### src/pkg/sadc_pkg.sv
package sadc_pkg;
  // ---------------------------------------------------------------
  // register map (byte addresses, one aligned word each)
  // ---------------------------------------------------------------
  localparam logic [7:0] ADDR_STATUS_CTRL = 8'h00;
  localparam logic [7:0] ADDR_RESULT_HIGH = 8'h04;
  localparam logic [7:0] ADDR_RESULT_LOW = 8'h08;
  localparam logic [7:0] ADDR_CLOCK_CTRL = 8'h0c;
  localparam logic [7:0] ADDR_PORT_DATA = 8'h10;
  localparam logic [7:0] ADDR_PORT_DIR = 8'h14;
  localparam logic [7:0] ADDR_PORT_PINS = 8'h18;

  // ---------------------------------------------------------------
  // field positions
  // ---------------------------------------------------------------
  localparam int SC_COMPLETE_BIT = 7;
  localparam int SC_IRQ_EN_BIT = 6;
  localparam int SC_CONT_BIT = 5;
  localparam int CK_SRC_BIT = 4;
  localparam int CK_FMT_LSB = 2;
  localparam int CK_DIV_LSB = 5;

  // ---------------------------------------------------------------
  // sizes and values
  // ---------------------------------------------------------------
  localparam int NUM_CHANNELS = 10;
  localparam int RESULT_BITS = 10;
  localparam logic [4:0] CHAN_OFF = 5'h1f;
  localparam logic [4:0] CHAN_LAST = 5'h09;
  localparam logic [4:0] CHAN_RESET = 5'h1f;
  localparam logic [3:0] SAR_STEPS = 4'h9;
  localparam logic [3:0] SETTLE_CYCLES = 4'h6;
  localparam logic [7:0] CLOCK_CTRL_RESET = 8'h00;
  localparam logic [1:0] RESP_OKAY = 2'h0;
  localparam logic [1:0] RESP_SLVERR = 2'h2;

  typedef enum logic [1:0] {
    SADC_FMT_LEFT,
    SADC_FMT_RIGHT,
    SADC_FMT_SIGNED,
    SADC_FMT_TRUNC8
  } sadc_fmt_t;

  typedef enum logic [1:0] {
    SADC_IDLE,
    SADC_ALIGN,
    SADC_SETTLE,
    SADC_SAR
  } sadc_state_t;

  // formatted result pair, stored in one edge
  typedef struct packed {
    logic [7:0] high;
    logic [7:0] low;
  } sadc_result_t;

  // analog side request: channel, trial code, power
  typedef struct packed {
    logic powerOn;
    logic [4:0] channel;
    logic [9:0] trialCode;
  } sadc_analog_t;
endpackage

### src/sar_adc_sequencer.sv
`timescale 1ns/10ps
module sar_adc_sequencer
  import sadc_pkg::*;
(
  input wire logic mclk,
  input wire logic resetn,
  input wire logic clkEn,
  input wire logic oscillatorClockTick,
  input wire logic [7:0] s_axi_awaddr,
  input wire logic s_axi_awvalid,
  output logic s_axi_awready,
  input wire logic [31:0] s_axi_wdata,
  input wire logic [3:0] s_axi_wstrb,
  input wire logic s_axi_wvalid,
  output logic s_axi_wready,
  output logic [1:0] s_axi_bresp,
  output logic s_axi_bvalid,
  input wire logic s_axi_bready,
  input wire logic [7:0] s_axi_araddr,
  input wire logic s_axi_arvalid,
  output logic s_axi_arready,
  output logic [31:0] s_axi_rdata,
  output logic [1:0] s_axi_rresp,
  output logic s_axi_rvalid,
  input wire logic s_axi_rready,
  input wire logic compareHigh,
  output sadc_analog_t analogCtrl,
  output logic convBusy,
  output logic convIrq,
  input wire logic [NUM_CHANNELS-1:0] pinIn,
  output logic [NUM_CHANNELS-1:0] pinOut,
  output logic [NUM_CHANNELS-1:0] pinOe
);

  // ---------------------------------------------------------------
  // helpers
  // ---------------------------------------------------------------
  // one-hot of the pin owned by the converter, none when off or unused
  function automatic logic [NUM_CHANNELS-1:0] chanOneHot(input logic [4:0] ch);
    logic [NUM_CHANNELS-1:0] oh;
    oh = '0;
    if (ch <= CHAN_LAST) begin
      oh[ch[3:0]] = 1'b1;
    end
    return oh;
  endfunction

  function automatic sadc_result_t formatResult(input logic [9:0] r, input sadc_fmt_t f);
    sadc_result_t o;
    o = '0;
    unique case (f)
      SADC_FMT_LEFT: begin
        o.high = r[9:2];
        o.low = {r[1:0], 6'h00};
      end
      SADC_FMT_RIGHT: begin
        o.high = {6'h00, r[9:8]};
        o.low = r[7:0];
      end
      SADC_FMT_SIGNED: begin
        o.high = {~r[9], r[8:2]};
        o.low = {r[1:0], 6'h00};
      end
      SADC_FMT_TRUNC8: begin
        o.high = 8'h00;
        o.low = r[9:2];
      end
    endcase
    return o;
  endfunction

  // ---------------------------------------------------------------
  // registers
  // ---------------------------------------------------------------
  logic irqEnable;
  logic contConv;
  logic [4:0] channelSelect;
  logic completeFlag;
  logic [7:0] clockCtrl;
  sadc_result_t result;
  logic highReadPending;
  logic [NUM_CHANNELS-1:0] portData;
  logic [NUM_CHANNELS-1:0] portDir;
  sadc_state_t state;
  logic [7:0] divCount;
  logic [3:0] stepCount;
  logic [9:0] sarCode;
  logic [9:0] sarTrial;
  logic convTick;
  logic statusWrite;
  logic dataRead;
  logic highRead;
  logic convDone;
  logic [NUM_CHANNELS-1:0] owned;
  logic converterOn;
  logic wrFire;
  logic rdFire;
  logic [7:0] wrAddr;
  logic [7:0] wrByte;
  logic [1:0] wrResp;
  logic haveAw;
  logic haveW;
  logic [7:0] awHeld;
  logic [7:0] wHeld;
  sadc_fmt_t fmtSel;

  assign fmtSel = sadc_fmt_t'(clockCtrl[CK_FMT_LSB +: 2]);
  assign converterOn = (channelSelect != CHAN_OFF);
  assign owned = chanOneHot(channelSelect);

  // ---------------------------------------------------------------
  // axi4-lite write path
  // ---------------------------------------------------------------
  // address and data are taken independently and joined here
  assign s_axi_awready = clkEn && !haveAw && !s_axi_bvalid;
  assign s_axi_wready = clkEn && !haveW && !s_axi_bvalid;
  assign wrAddr = haveAw ? awHeld : s_axi_awaddr;
  assign wrByte = haveW ? wHeld : s_axi_wdata[7:0];
  assign wrFire = clkEn && !s_axi_bvalid && (haveAw || s_axi_awvalid)
    && (haveW || s_axi_wvalid);

  always_ff @(posedge mclk or negedge resetn) begin
    if (!resetn) begin
      haveAw <= 1'b0;
      haveW <= 1'b0;
      awHeld <= 8'h00;
      wHeld <= 8'h00;
    end else if (clkEn) begin
      if (wrFire) begin
        haveAw <= 1'b0;
        haveW <= 1'b0;
      end else begin
        if (s_axi_awvalid && s_axi_awready) begin
          haveAw <= 1'b1;
          awHeld <= s_axi_awaddr;
        end
        if (s_axi_wvalid && s_axi_wready) begin
          haveW <= 1'b1;
          wHeld <= s_axi_wdata[7:0];
        end
      end
    end
  end

  // a lane-0 strobe is needed; unmapped addresses answer slverr
  always_comb begin
    wrResp = RESP_OKAY;
    unique case (wrAddr)
      ADDR_STATUS_CTRL, ADDR_CLOCK_CTRL, ADDR_PORT_DATA, ADDR_PORT_DIR: wrResp = RESP_OKAY;
      ADDR_RESULT_HIGH, ADDR_RESULT_LOW, ADDR_PORT_PINS: wrResp = RESP_OKAY;
      default: wrResp = RESP_SLVERR;
    endcase
  end

  always_ff @(posedge mclk or negedge resetn) begin
    if (!resetn) begin
      s_axi_bvalid <= 1'b0;
      s_axi_bresp <= RESP_OKAY;
    end else if (clkEn) begin
      if (wrFire) begin
        s_axi_bvalid <= 1'b1;
        s_axi_bresp <= wrResp;
      end else if (s_axi_bready) begin
        s_axi_bvalid <= 1'b0;
      end
    end
  end

  // strobe lane 0 gates every store; wrLaneHeld holds lane 0 of wstrb beside wHeld
  logic wrLane;
  logic wrLaneHeld;
  always_ff @(posedge mclk or negedge resetn) begin
    if (!resetn) begin
      wrLaneHeld <= 1'b0;
    end else if (clkEn && s_axi_wvalid && s_axi_wready) begin
      wrLaneHeld <= s_axi_wstrb[0];
    end
  end
  assign wrLane = haveW ? wrLaneHeld : s_axi_wstrb[0];
  assign statusWrite = wrFire && wrLane && (wrAddr == ADDR_STATUS_CTRL);

  // ---------------------------------------------------------------
  // axi4-lite read path
  // ---------------------------------------------------------------
  assign s_axi_arready = clkEn && !s_axi_rvalid;
  assign rdFire = s_axi_arvalid && s_axi_arready;
  assign highRead = rdFire && (s_axi_araddr == ADDR_RESULT_HIGH);
  assign dataRead = rdFire && (s_axi_araddr == ADDR_RESULT_LOW);

  always_ff @(posedge mclk or negedge resetn) begin
    if (!resetn) begin
      s_axi_rvalid <= 1'b0;
      s_axi_rdata <= 32'h0000_0000;
      s_axi_rresp <= RESP_OKAY;
    end else if (clkEn) begin
      if (rdFire) begin
        s_axi_rvalid <= 1'b1;
        s_axi_rresp <= RESP_OKAY;
        unique case (s_axi_araddr)
          ADDR_STATUS_CTRL: s_axi_rdata <= {24'h000000, completeFlag && !irqEnable,
            irqEnable, contConv, channelSelect};
          ADDR_RESULT_HIGH: s_axi_rdata <= {24'h000000, result.high};
          ADDR_RESULT_LOW: s_axi_rdata <= {24'h000000, result.low};
          ADDR_CLOCK_CTRL: s_axi_rdata <= {24'h000000, clockCtrl};
          ADDR_PORT_DATA: s_axi_rdata <= {22'h000000, portData};
          ADDR_PORT_DIR: s_axi_rdata <= {22'h000000, portDir};
          ADDR_PORT_PINS: s_axi_rdata <= {22'h000000, pinIn & ~owned};
          default: begin
            s_axi_rdata <= 32'h0000_0000;
            s_axi_rresp <= RESP_SLVERR;
          end
        endcase
      end else if (s_axi_rready) begin
        s_axi_rvalid <= 1'b0;
      end
    end
  end

  // ---------------------------------------------------------------
  // control registers
  // ---------------------------------------------------------------
  always_ff @(posedge mclk or negedge resetn) begin
    if (!resetn) begin
      irqEnable <= 1'b0;
      contConv <= 1'b0;
      channelSelect <= CHAN_RESET;
      clockCtrl <= CLOCK_CTRL_RESET;
    end else if (clkEn && wrFire && wrLane) begin
      if (wrAddr == ADDR_STATUS_CTRL) begin
        irqEnable <= wrByte[SC_IRQ_EN_BIT];
        contConv <= wrByte[SC_CONT_BIT];
        channelSelect <= wrByte[4:0];
      end
      if (wrAddr == ADDR_CLOCK_CTRL) begin
        clockCtrl <= wrByte;
      end
    end
  end

  // port latches drop writes to the owned pin's bit, and the pads mask that pin as well
  always_ff @(posedge mclk or negedge resetn) begin
    if (!resetn) begin
      portData <= '0;
      portDir <= '0;
    end else if (clkEn && wrFire && wrLane) begin
      if (wrAddr == ADDR_PORT_DATA) begin
        portData <= (NUM_CHANNELS'(wrByte) & ~owned) | (portData & owned);
      end
      if (wrAddr == ADDR_PORT_DIR) begin
        portDir <= (NUM_CHANNELS'(wrByte) & ~owned) | (portDir & owned);
      end
    end
  end

  // the 8-bit byte has only 8 lanes; a write clears bits 9:8 of the port latches unless owned
  assign pinOut = portData & ~owned;
  assign pinOe = portDir & ~owned;

  // ---------------------------------------------------------------
  // converter clock: source select then prescale
  // ---------------------------------------------------------------
  // divider counts source ticks; ratio 2^div, kept as tick pulses on mclk
  logic srcTick;
  logic [7:0] divLimit;
  assign srcTick = clockCtrl[CK_SRC_BIT] ? oscillatorClockTick : 1'b1;
  assign divLimit = 8'((9'h001 << clockCtrl[CK_DIV_LSB +: 3]) - 9'h001);
  always_ff @(posedge mclk or negedge resetn) begin
    if (!resetn) begin
      divCount <= 8'h00;
      convTick <= 1'b0;
    end else if (clkEn) begin
      convTick <= 1'b0;
      if (srcTick) begin
        if (divCount >= divLimit) begin
          divCount <= 8'h00;
          convTick <= 1'b1;
        end else begin
          divCount <= divCount + 8'h01;
        end
      end
    end
  end

  // ---------------------------------------------------------------
  // sequencer: align, settle, ten sar steps
  // ---------------------------------------------------------------
  // align ends the partial tick, then six settle and ten bit ticks give
  // sixteen whole ticks; a continuous restart skips align, still sixteen
  always_ff @(posedge mclk or negedge resetn) begin
    if (!resetn) begin
      state <= SADC_IDLE;
      stepCount <= 4'h0;
      sarCode <= 10'h000;
    end else if (clkEn) begin
      if (statusWrite) begin
        state <= (wrByte[4:0] != CHAN_OFF) ? SADC_ALIGN : SADC_IDLE;
        stepCount <= 4'h0;
        sarCode <= 10'h000;
      end else if (!converterOn) begin
        state <= SADC_IDLE;
      end else if (convTick) begin
        unique case (state)
          SADC_IDLE: state <= SADC_IDLE;
          SADC_ALIGN: begin
            state <= SADC_SETTLE;
            stepCount <= 4'h0;
          end
          SADC_SETTLE: begin
            if (stepCount == SETTLE_CYCLES - 4'h1) begin
              state <= SADC_SAR;
              stepCount <= 4'h0;
            end else begin
              stepCount <= stepCount + 4'h1;
            end
          end
          SADC_SAR: begin
            sarCode <= compareHigh ? sarTrial : sarCode;
            if (stepCount == SAR_STEPS) begin
              state <= contConv ? SADC_SETTLE : SADC_IDLE;
              stepCount <= 4'h0;
              sarCode <= 10'h000; // a restart must not inherit old bits
            end else begin
              stepCount <= stepCount + 4'h1;
            end
          end
        endcase
      end
    end
  end

  // trial adds the bit under test, msb first
  assign sarTrial = sarCode | (10'h200 >> stepCount);
  assign convDone = convTick && converterOn && !statusWrite && (state == SADC_SAR)
    && (stepCount == SAR_STEPS);
  assign convBusy = (state != SADC_IDLE);
  assign analogCtrl = '{powerOn: converterOn, channel: channelSelect, trialCode: sarTrial};

  // ---------------------------------------------------------------
  // result store, interlock, completion
  // ---------------------------------------------------------------
  // high read arms the interlock except in SADC_FMT_TRUNC8, which keeps it clear; low read frees it, set wins over clear
  always_ff @(posedge mclk or negedge resetn) begin
    if (!resetn) begin
      highReadPending <= 1'b0;
    end else if (clkEn) begin
      if (highRead && fmtSel != SADC_FMT_TRUNC8) begin
        highReadPending <= 1'b1;
      end else if (dataRead || fmtSel == SADC_FMT_TRUNC8) begin
        highReadPending <= 1'b0;
      end
    end
  end

  always_ff @(posedge mclk or negedge resetn) begin
    if (!resetn) begin
      result <= '0;
    end else if (clkEn && convDone && !highReadPending) begin
      result <= formatResult(compareHigh ? sarTrial : sarCode, fmtSel);
    end
  end

  // end of conversion sets, data read clears; set wins in a tie
  always_ff @(posedge mclk or negedge resetn) begin
    if (!resetn) begin
      completeFlag <= 1'b0;
    end else if (clkEn) begin
      if (convDone && !highReadPending) begin
        completeFlag <= 1'b1;
      end else if (dataRead || statusWrite) begin
        completeFlag <= 1'b0;
      end
    end
  end

  assign convIrq = completeFlag && irqEnable;

endmodule

### config.mk
export PLATFORM = sky130hd
export DESIGN_NAME = sar_adc_sequencer
export DESIGN_NICKNAME = d
export VERILOG_FILES = /design/src/pkg/sadc_pkg.sv /design/src/sar_adc_sequencer.sv
export SDC_FILE = /design/constraint.sdc
export NUM_CORES = 1
export LEC_CHECK = 0
export BUFFER_PORTS_ARGS = -buffer_cell sky130_fd_sc_hd__buf_2
export CAP_MARGIN = 20
export CORE_ASPECT_RATIO = 1.25
export CORE_MARGIN = 10
export CORE_UTILIZATION = 50
export CTS_BUF_LIST = sky130_fd_sc_hd__clkbuf_8
export CTS_CLUSTER_DIAMETER = 150
export DETAILED_ROUTE_END_ITERATION = 12
export GPL_ROUTABILITY_DRIVEN = 0
export PLACE_DENSITY = 0.81
export SETUP_SLACK_MARGIN = 0.3
export SLEW_MARGIN = 20
export SYNTH_ARGS = -nofsm -noshare
export SYNTH_HDL_FRONTEND = slang
export SYNTH_SLANG_ARGS = --single-unit
### constraint.sdc
create_clock -name mclk -period 2.9 [get_ports mclk]
set_input_delay 0.29 -clock mclk [delete_from_list [all_inputs] [get_ports mclk]]
set_output_delay 0.29 -clock mclk [all_outputs]
set_load 0.005 [all_outputs]
==> results by stage <==
Outcome:
- The run finished with clean final reports.

Finish:
- The number of fill cells is 1119.
- Measured on the finished design, the core utilization comes to 0.5731.
- In the final layout, the multi-input gates occupy 3428 um^2.
- The non-filler instance count after layout is 938.
- The footprint of the flip-flops and latches is 2785 um^2.
- The layout overhead on the synthesized area is 12.04%.
- The number of nets at the end of the flow is 852.
- The share of final-layout standard cells stronger than drive strength 1 is 0.2857.
- The number of antenna diodes is 0.

Clocking:
- Clock latency on the worst-skew pair, taken at its later pin, is 390 ps.
- The tree is rooted in a sky130_fd_sc_hd__clkbuf_8.
- The maximum level of the CTS H-tree is 3.
- Clock tree synthesis found a total of 111 sinks.
- The number of clock buffers inserted by TritonCTS is 9.
- Clock-pin slew was measured on the worst setup and hold paths at 110 ps.
- The maximum clock insertion buffer count is 2.
- TritonCTS built the clock tree.

Global routing:
- The overall track demand over capacity in global routing is 0.1931.
- The initial antenna violation count was 0.
- The first global-routing pass estimated 28210 um of wire.
- The maximum number of pins on one net before global-route repair is 42.
- For this run the aggregate overflow at the end of global routing stands at 0.
- The number of global-route vias before repair was 5438.

Timing:
- The setup clock skew after layout is 13.35 ps.
- Derived from the worst setup path, the maximum achievable clock frequency is 0.4020 GHz.
- The count of endpoints failing setup in the final report is 0.
- The max-slew violation count is 0.
- Setup repair after global routing left no endpoint under its margin.
- In this run the tightest slew margin relative to its limit is 0.5813.
- The final-report hold violation count is 0.
- The worst hold slack is 146.5 ps.
- Setup total negative slack on the finished layout was measured at 0 ps.
- The transition at the pin with the smallest max-transition slack is 626.7 ps.
- Subtracting the final worst setup slack from the clock period gives 2487 ps.
- The period utilization is 0.8577.

Die:
- 151 I/O pins were placed.
- The area of the placeable core is 12780 um^2.
- The die is 122.3 um wide.
- The initial utilization of the core area, before any placement, comes to 0.5115.
- From bottom edge to top edge, the die measures 147.8 um.
- The die covers 18070 um^2.
- The floorplan has 46 rows.

Worst setup path:
- The largest driver fanout on the critical path is 16.
- The kind of critical path is flop to flop.
- For the worst setup path, the data arrival time is 2760 ps.
- The source of the critical timing path is haveAw$_DFFE_PN0P_.
- Measured in cells, the most critical reg-to-reg path has a length of 5.
- The worst register-to-register path begins at haveAw$_DFFE_PN0P_.
- For the worst setup path, the data required time is 3170 ps.
- STA classifies the critical path startpoint as a flop.
- The endpoint class of the critical path is a flop.

Synthesis:
- The share of flip-flops with an asynchronous set or reset after synthesis is 1.000.
- The most used flip-flop cell after synthesis is sky130_fd_sc_hd__dfrtp_1.
- The post-synthesis instance area is 6535 um^2.
- The synthesized netlist contains 65 unique library cells.
- In the synthesized netlist, the number of instances is 669.
- The average size of a mapped cell is 9.768 um^2.
- The number of enable-type register cells in the synthesized netlist is 0.
- The sequential element share of the synthesized area is 0.4260.
- The flip-flop and latch count after synthesis is 111.
- The Yosys step of the flow raised 0 warnings.

Power:
- The register share of total power is 0.468.
- Of the total power, the share spent switching nets is 0.3762.
- The share of total power dissipated in the clock network is 0.198.
- The share of total power dissipated in combinational logic is 0.334.
- The total power of the final layout is 4460 uW.
- The cell-internal power is 2782 uW.
- The ratio of total power to cell area is 609.1 nW/um^2.
- The worst vdd rail ir drop is 0.3693 mV.
- The switching component of the power is 1678 uW.
- The leakage power is 0.003619 uW.

Drt:
- The mean routed wirelength per cell is 19.00 um.
- Dividing the detail-routed via count by the number of cells gives 5.806.
- The detailed-route via count is 5446.
- The violation count after the first detailed-route iteration is 430.
- After detailed routing, the number of remaining DRC violations is 0.
- After detailed routing, the total wire length is 17820 um.
- After detailed routing, no signal wire sits above met4.
- The number of detailed-routing iterations run before antenna repair is 6.
- Once detail routing completed, the nets flagged for antenna violations numbered 0.
- Summed over all nets, wire length on met2 after detailed routing comes to 8847 um.
- For this block, wires on met1 add up to 7105 um.
- The met3 wire length is 1542 um.

Placement:
- The number of cells in the design after placement is 921.
- After legalization and detailed placement, the total HPWL measured 13570 um.
- The count of input and output buffers is 99.

Job:
- The max-cap check violation count is 0.

Worst hold path:
- The cell count of the worst hold path is 2.
- The hold path startpoint is s_axi_wdata[3].
- The worst hold path belongs to the class primary input to flop.
==> area by class of cell <==
cell class / instances / area share
inverters: 24 / 0.01230
repair buffers: 116 / 0.08578
clock buffers: 9 / 0.01692
well taps: 168 / 0.02871
flip-flops and latches: 111 / 0.3804
multi-input cells: 503 / 0.4682
clock inverters: 7 / 0.007690
==> routing by layer <==
metal | vias up | track usage
met2 | 240 | 0.3258
met3 | 27 | 0.05069
li1 | 2529 | -
met4 | 0 | 0.06139
met5 | - | 0
met1 | 2650 | 0.2330
==> cell usage in the layout (no fill, tap or decap), types with 5 or more instances in the layout <==
cell                       Yosys  layout
sky130_fd_sc_hd__a21oi_1      31      31
sky130_fd_sc_hd__a21o_1       15      15
sky130_fd_sc_hd__and2_1       15      15
sky130_fd_sc_hd__nor2b_1      20      20
sky130_fd_sc_hd__buf_2         3      98
sky130_fd_sc_hd__nand2_1      69      69
sky130_fd_sc_hd__nor3_1       16      16
sky130_fd_sc_hd__ha_1         15      15
sky130_fd_sc_hd__inv_1        24      24
sky130_fd_sc_hd__nand3_1      23      23
sky130_fd_sc_hd__nor2_1       53      53
sky130_fd_sc_hd__buf_4        25      17
sky130_fd_sc_hd__conb_1        2      25
sky130_fd_sc_hd__o22ai_1       5       5
sky130_fd_sc_hd__dfrtp_1     106     105
sky130_fd_sc_hd__dfstp_2       5       5
sky130_fd_sc_hd__nand2b_1      6       6
sky130_fd_sc_hd__nand4_1       8       8
sky130_fd_sc_hd__o211ai_1      9       9
sky130_fd_sc_hd__a31oi_1      14      14
sky130_fd_sc_hd__and4_1        5       5
sky130_fd_sc_hd__clkbuf_8      0       9
sky130_fd_sc_hd__mux2i_1      15      15
sky130_fd_sc_hd__o21ai_0      16      16
sky130_fd_sc_hd__mux2_2       61      61
==> final timing paths <==
path                                           endpoint  slack [ps]
min in group asynchronous   highReadPending$_DFFE_PN0P_         430
min                                wHeld[3]$_DFFE_PN0P_         150
max in group asynchronous  channelSelect[0]$_DFFE_PN1P_        1630
min reg2reg                  s_axi_rdata[5]$_DFFE_PN0P_         500
max                               result[6]$_DFFE_PN0P_         410
max reg2reg                       result[6]$_DFFE_PN0P_         410
==> critical path: stages (launching register included) <==
cell                      delay (ps)
sky130_fd_sc_hd__dfrtp_2         530
sky130_fd_sc_hd__nor4b_1         390
sky130_fd_sc_hd__a22oi_2         200
sky130_fd_sc_hd__or4_4           670
sky130_fd_sc_hd__nand2_4         230
sky130_fd_sc_hd__mux2_2          360
==> timing repair <==
item,4_1_cts,5_1_grt
gates resized for setup,0,6
setup buffers,0,0
hold buffers,1,0
endpoints found under the hold margin,35,0
setup endpoints to repair,0,29
==> cell families after synthesis <==
logic type,count (synthesis),share of synthesized area
AOI/OAI and AO/OA,126,0.1277
xor gates and xnor gates,4,0.005360
adders and majority gates,15,0.02872
buffers and inverters,78,0.06663
DFF,111,0.4260
muxes,82,0.1419
other,2,0.001149
and+or+nand+nor,251,0.2026
==> per-stage QoR <==
stage | setup slack [ps] | cell area, um^2
global route | 279.0 | 7322
detailed placement | 319.4 | 7104
global placement | 411.7 | 7104
finish | 412.6 | 7322
CTS | 317.8 | 7295
floorplan | 423.9 | 6621
==> synthesized netlist by cell type, types with 3 or more instances <==
cell type / count / share of area
sky130_fd_sc_hd__dfrtp_1: 106 / 0.41
sky130_fd_sc_hd__nand2_1: 69 / 0.040
sky130_fd_sc_hd__mux2_2: 61 / 0.11
sky130_fd_sc_hd__nor2_1: 53 / 0.030
sky130_fd_sc_hd__a21oi_1: 31 / 0.024
sky130_fd_sc_hd__buf_4: 25 / 0.029
sky130_fd_sc_hd__inv_1: 24 / 0.014
sky130_fd_sc_hd__nand3_1: 23 / 0.018
sky130_fd_sc_hd__nor2b_1: 20 / 0.019
sky130_fd_sc_hd__clkbuf_1: 16 / 0.0092
sky130_fd_sc_hd__nor3_1: 16 / 0.012
sky130_fd_sc_hd__o21ai_0: 16 / 0.012
sky130_fd_sc_hd__a21o_1: 15 / 0.017
sky130_fd_sc_hd__and2_1: 15 / 0.014
sky130_fd_sc_hd__ha_1: 15 / 0.029
sky130_fd_sc_hd__mux2i_1: 15 / 0.023
sky130_fd_sc_hd__a31oi_1: 14 / 0.013
sky130_fd_sc_hd__o211ai_1: 9 / 0.010
sky130_fd_sc_hd__nand4_1: 8 / 0.0077
sky130_fd_sc_hd__buf_6: 6 / 0.010
sky130_fd_sc_hd__nand2b_1: 6 / 0.0057
sky130_fd_sc_hd__and4_1: 5 / 0.0067
sky130_fd_sc_hd__dfstp_2: 5 / 0.020
sky130_fd_sc_hd__o22ai_1: 5 / 0.0048
sky130_fd_sc_hd__a221o_1: 4 / 0.0061
sky130_fd_sc_hd__a22oi_1: 4 / 0.0046
sky130_fd_sc_hd__and3_1: 4 / 0.0038
sky130_fd_sc_hd__buf_1: 4 / 0.0023
sky130_fd_sc_hd__mux2_1: 4 / 0.0069
sky130_fd_sc_hd__nand3b_1: 4 / 0.0046
sky130_fd_sc_hd__o21a_1: 4 / 0.0046
sky130_fd_sc_hd__xor2_1: 4 / 0.0054
sky130_fd_sc_hd__a22o_1: 3 / 0.0040
sky130_fd_sc_hd__buf_2: 3 / 0.0023
sky130_fd_sc_hd__nor3b_2: 3 / 0.0057
sky130_fd_sc_hd__nor4_1: 3 / 0.0029
sky130_fd_sc_hd__o21ai_1: 3 / 0.0023
sky130_fd_sc_hd__or2_2: 3 / 0.0029
sky130_fd_sc_hd__or3_1: 3 / 0.0029
sky130_fd_sc_hd__or4_1: 3 / 0.0034
==> power groups by stage <==
stage	clock [uW]	combinational [uW]	sequential (uW)
after CTS	897	1470	2080
after global routing	960	1640	2130
final	885	1490	2090
after global placement	0	1430	2080
after detailed placement	0	1460	2100
after floorplan	0	1050	2000
No activity file was read; power rests on OpenSTA's default activity.
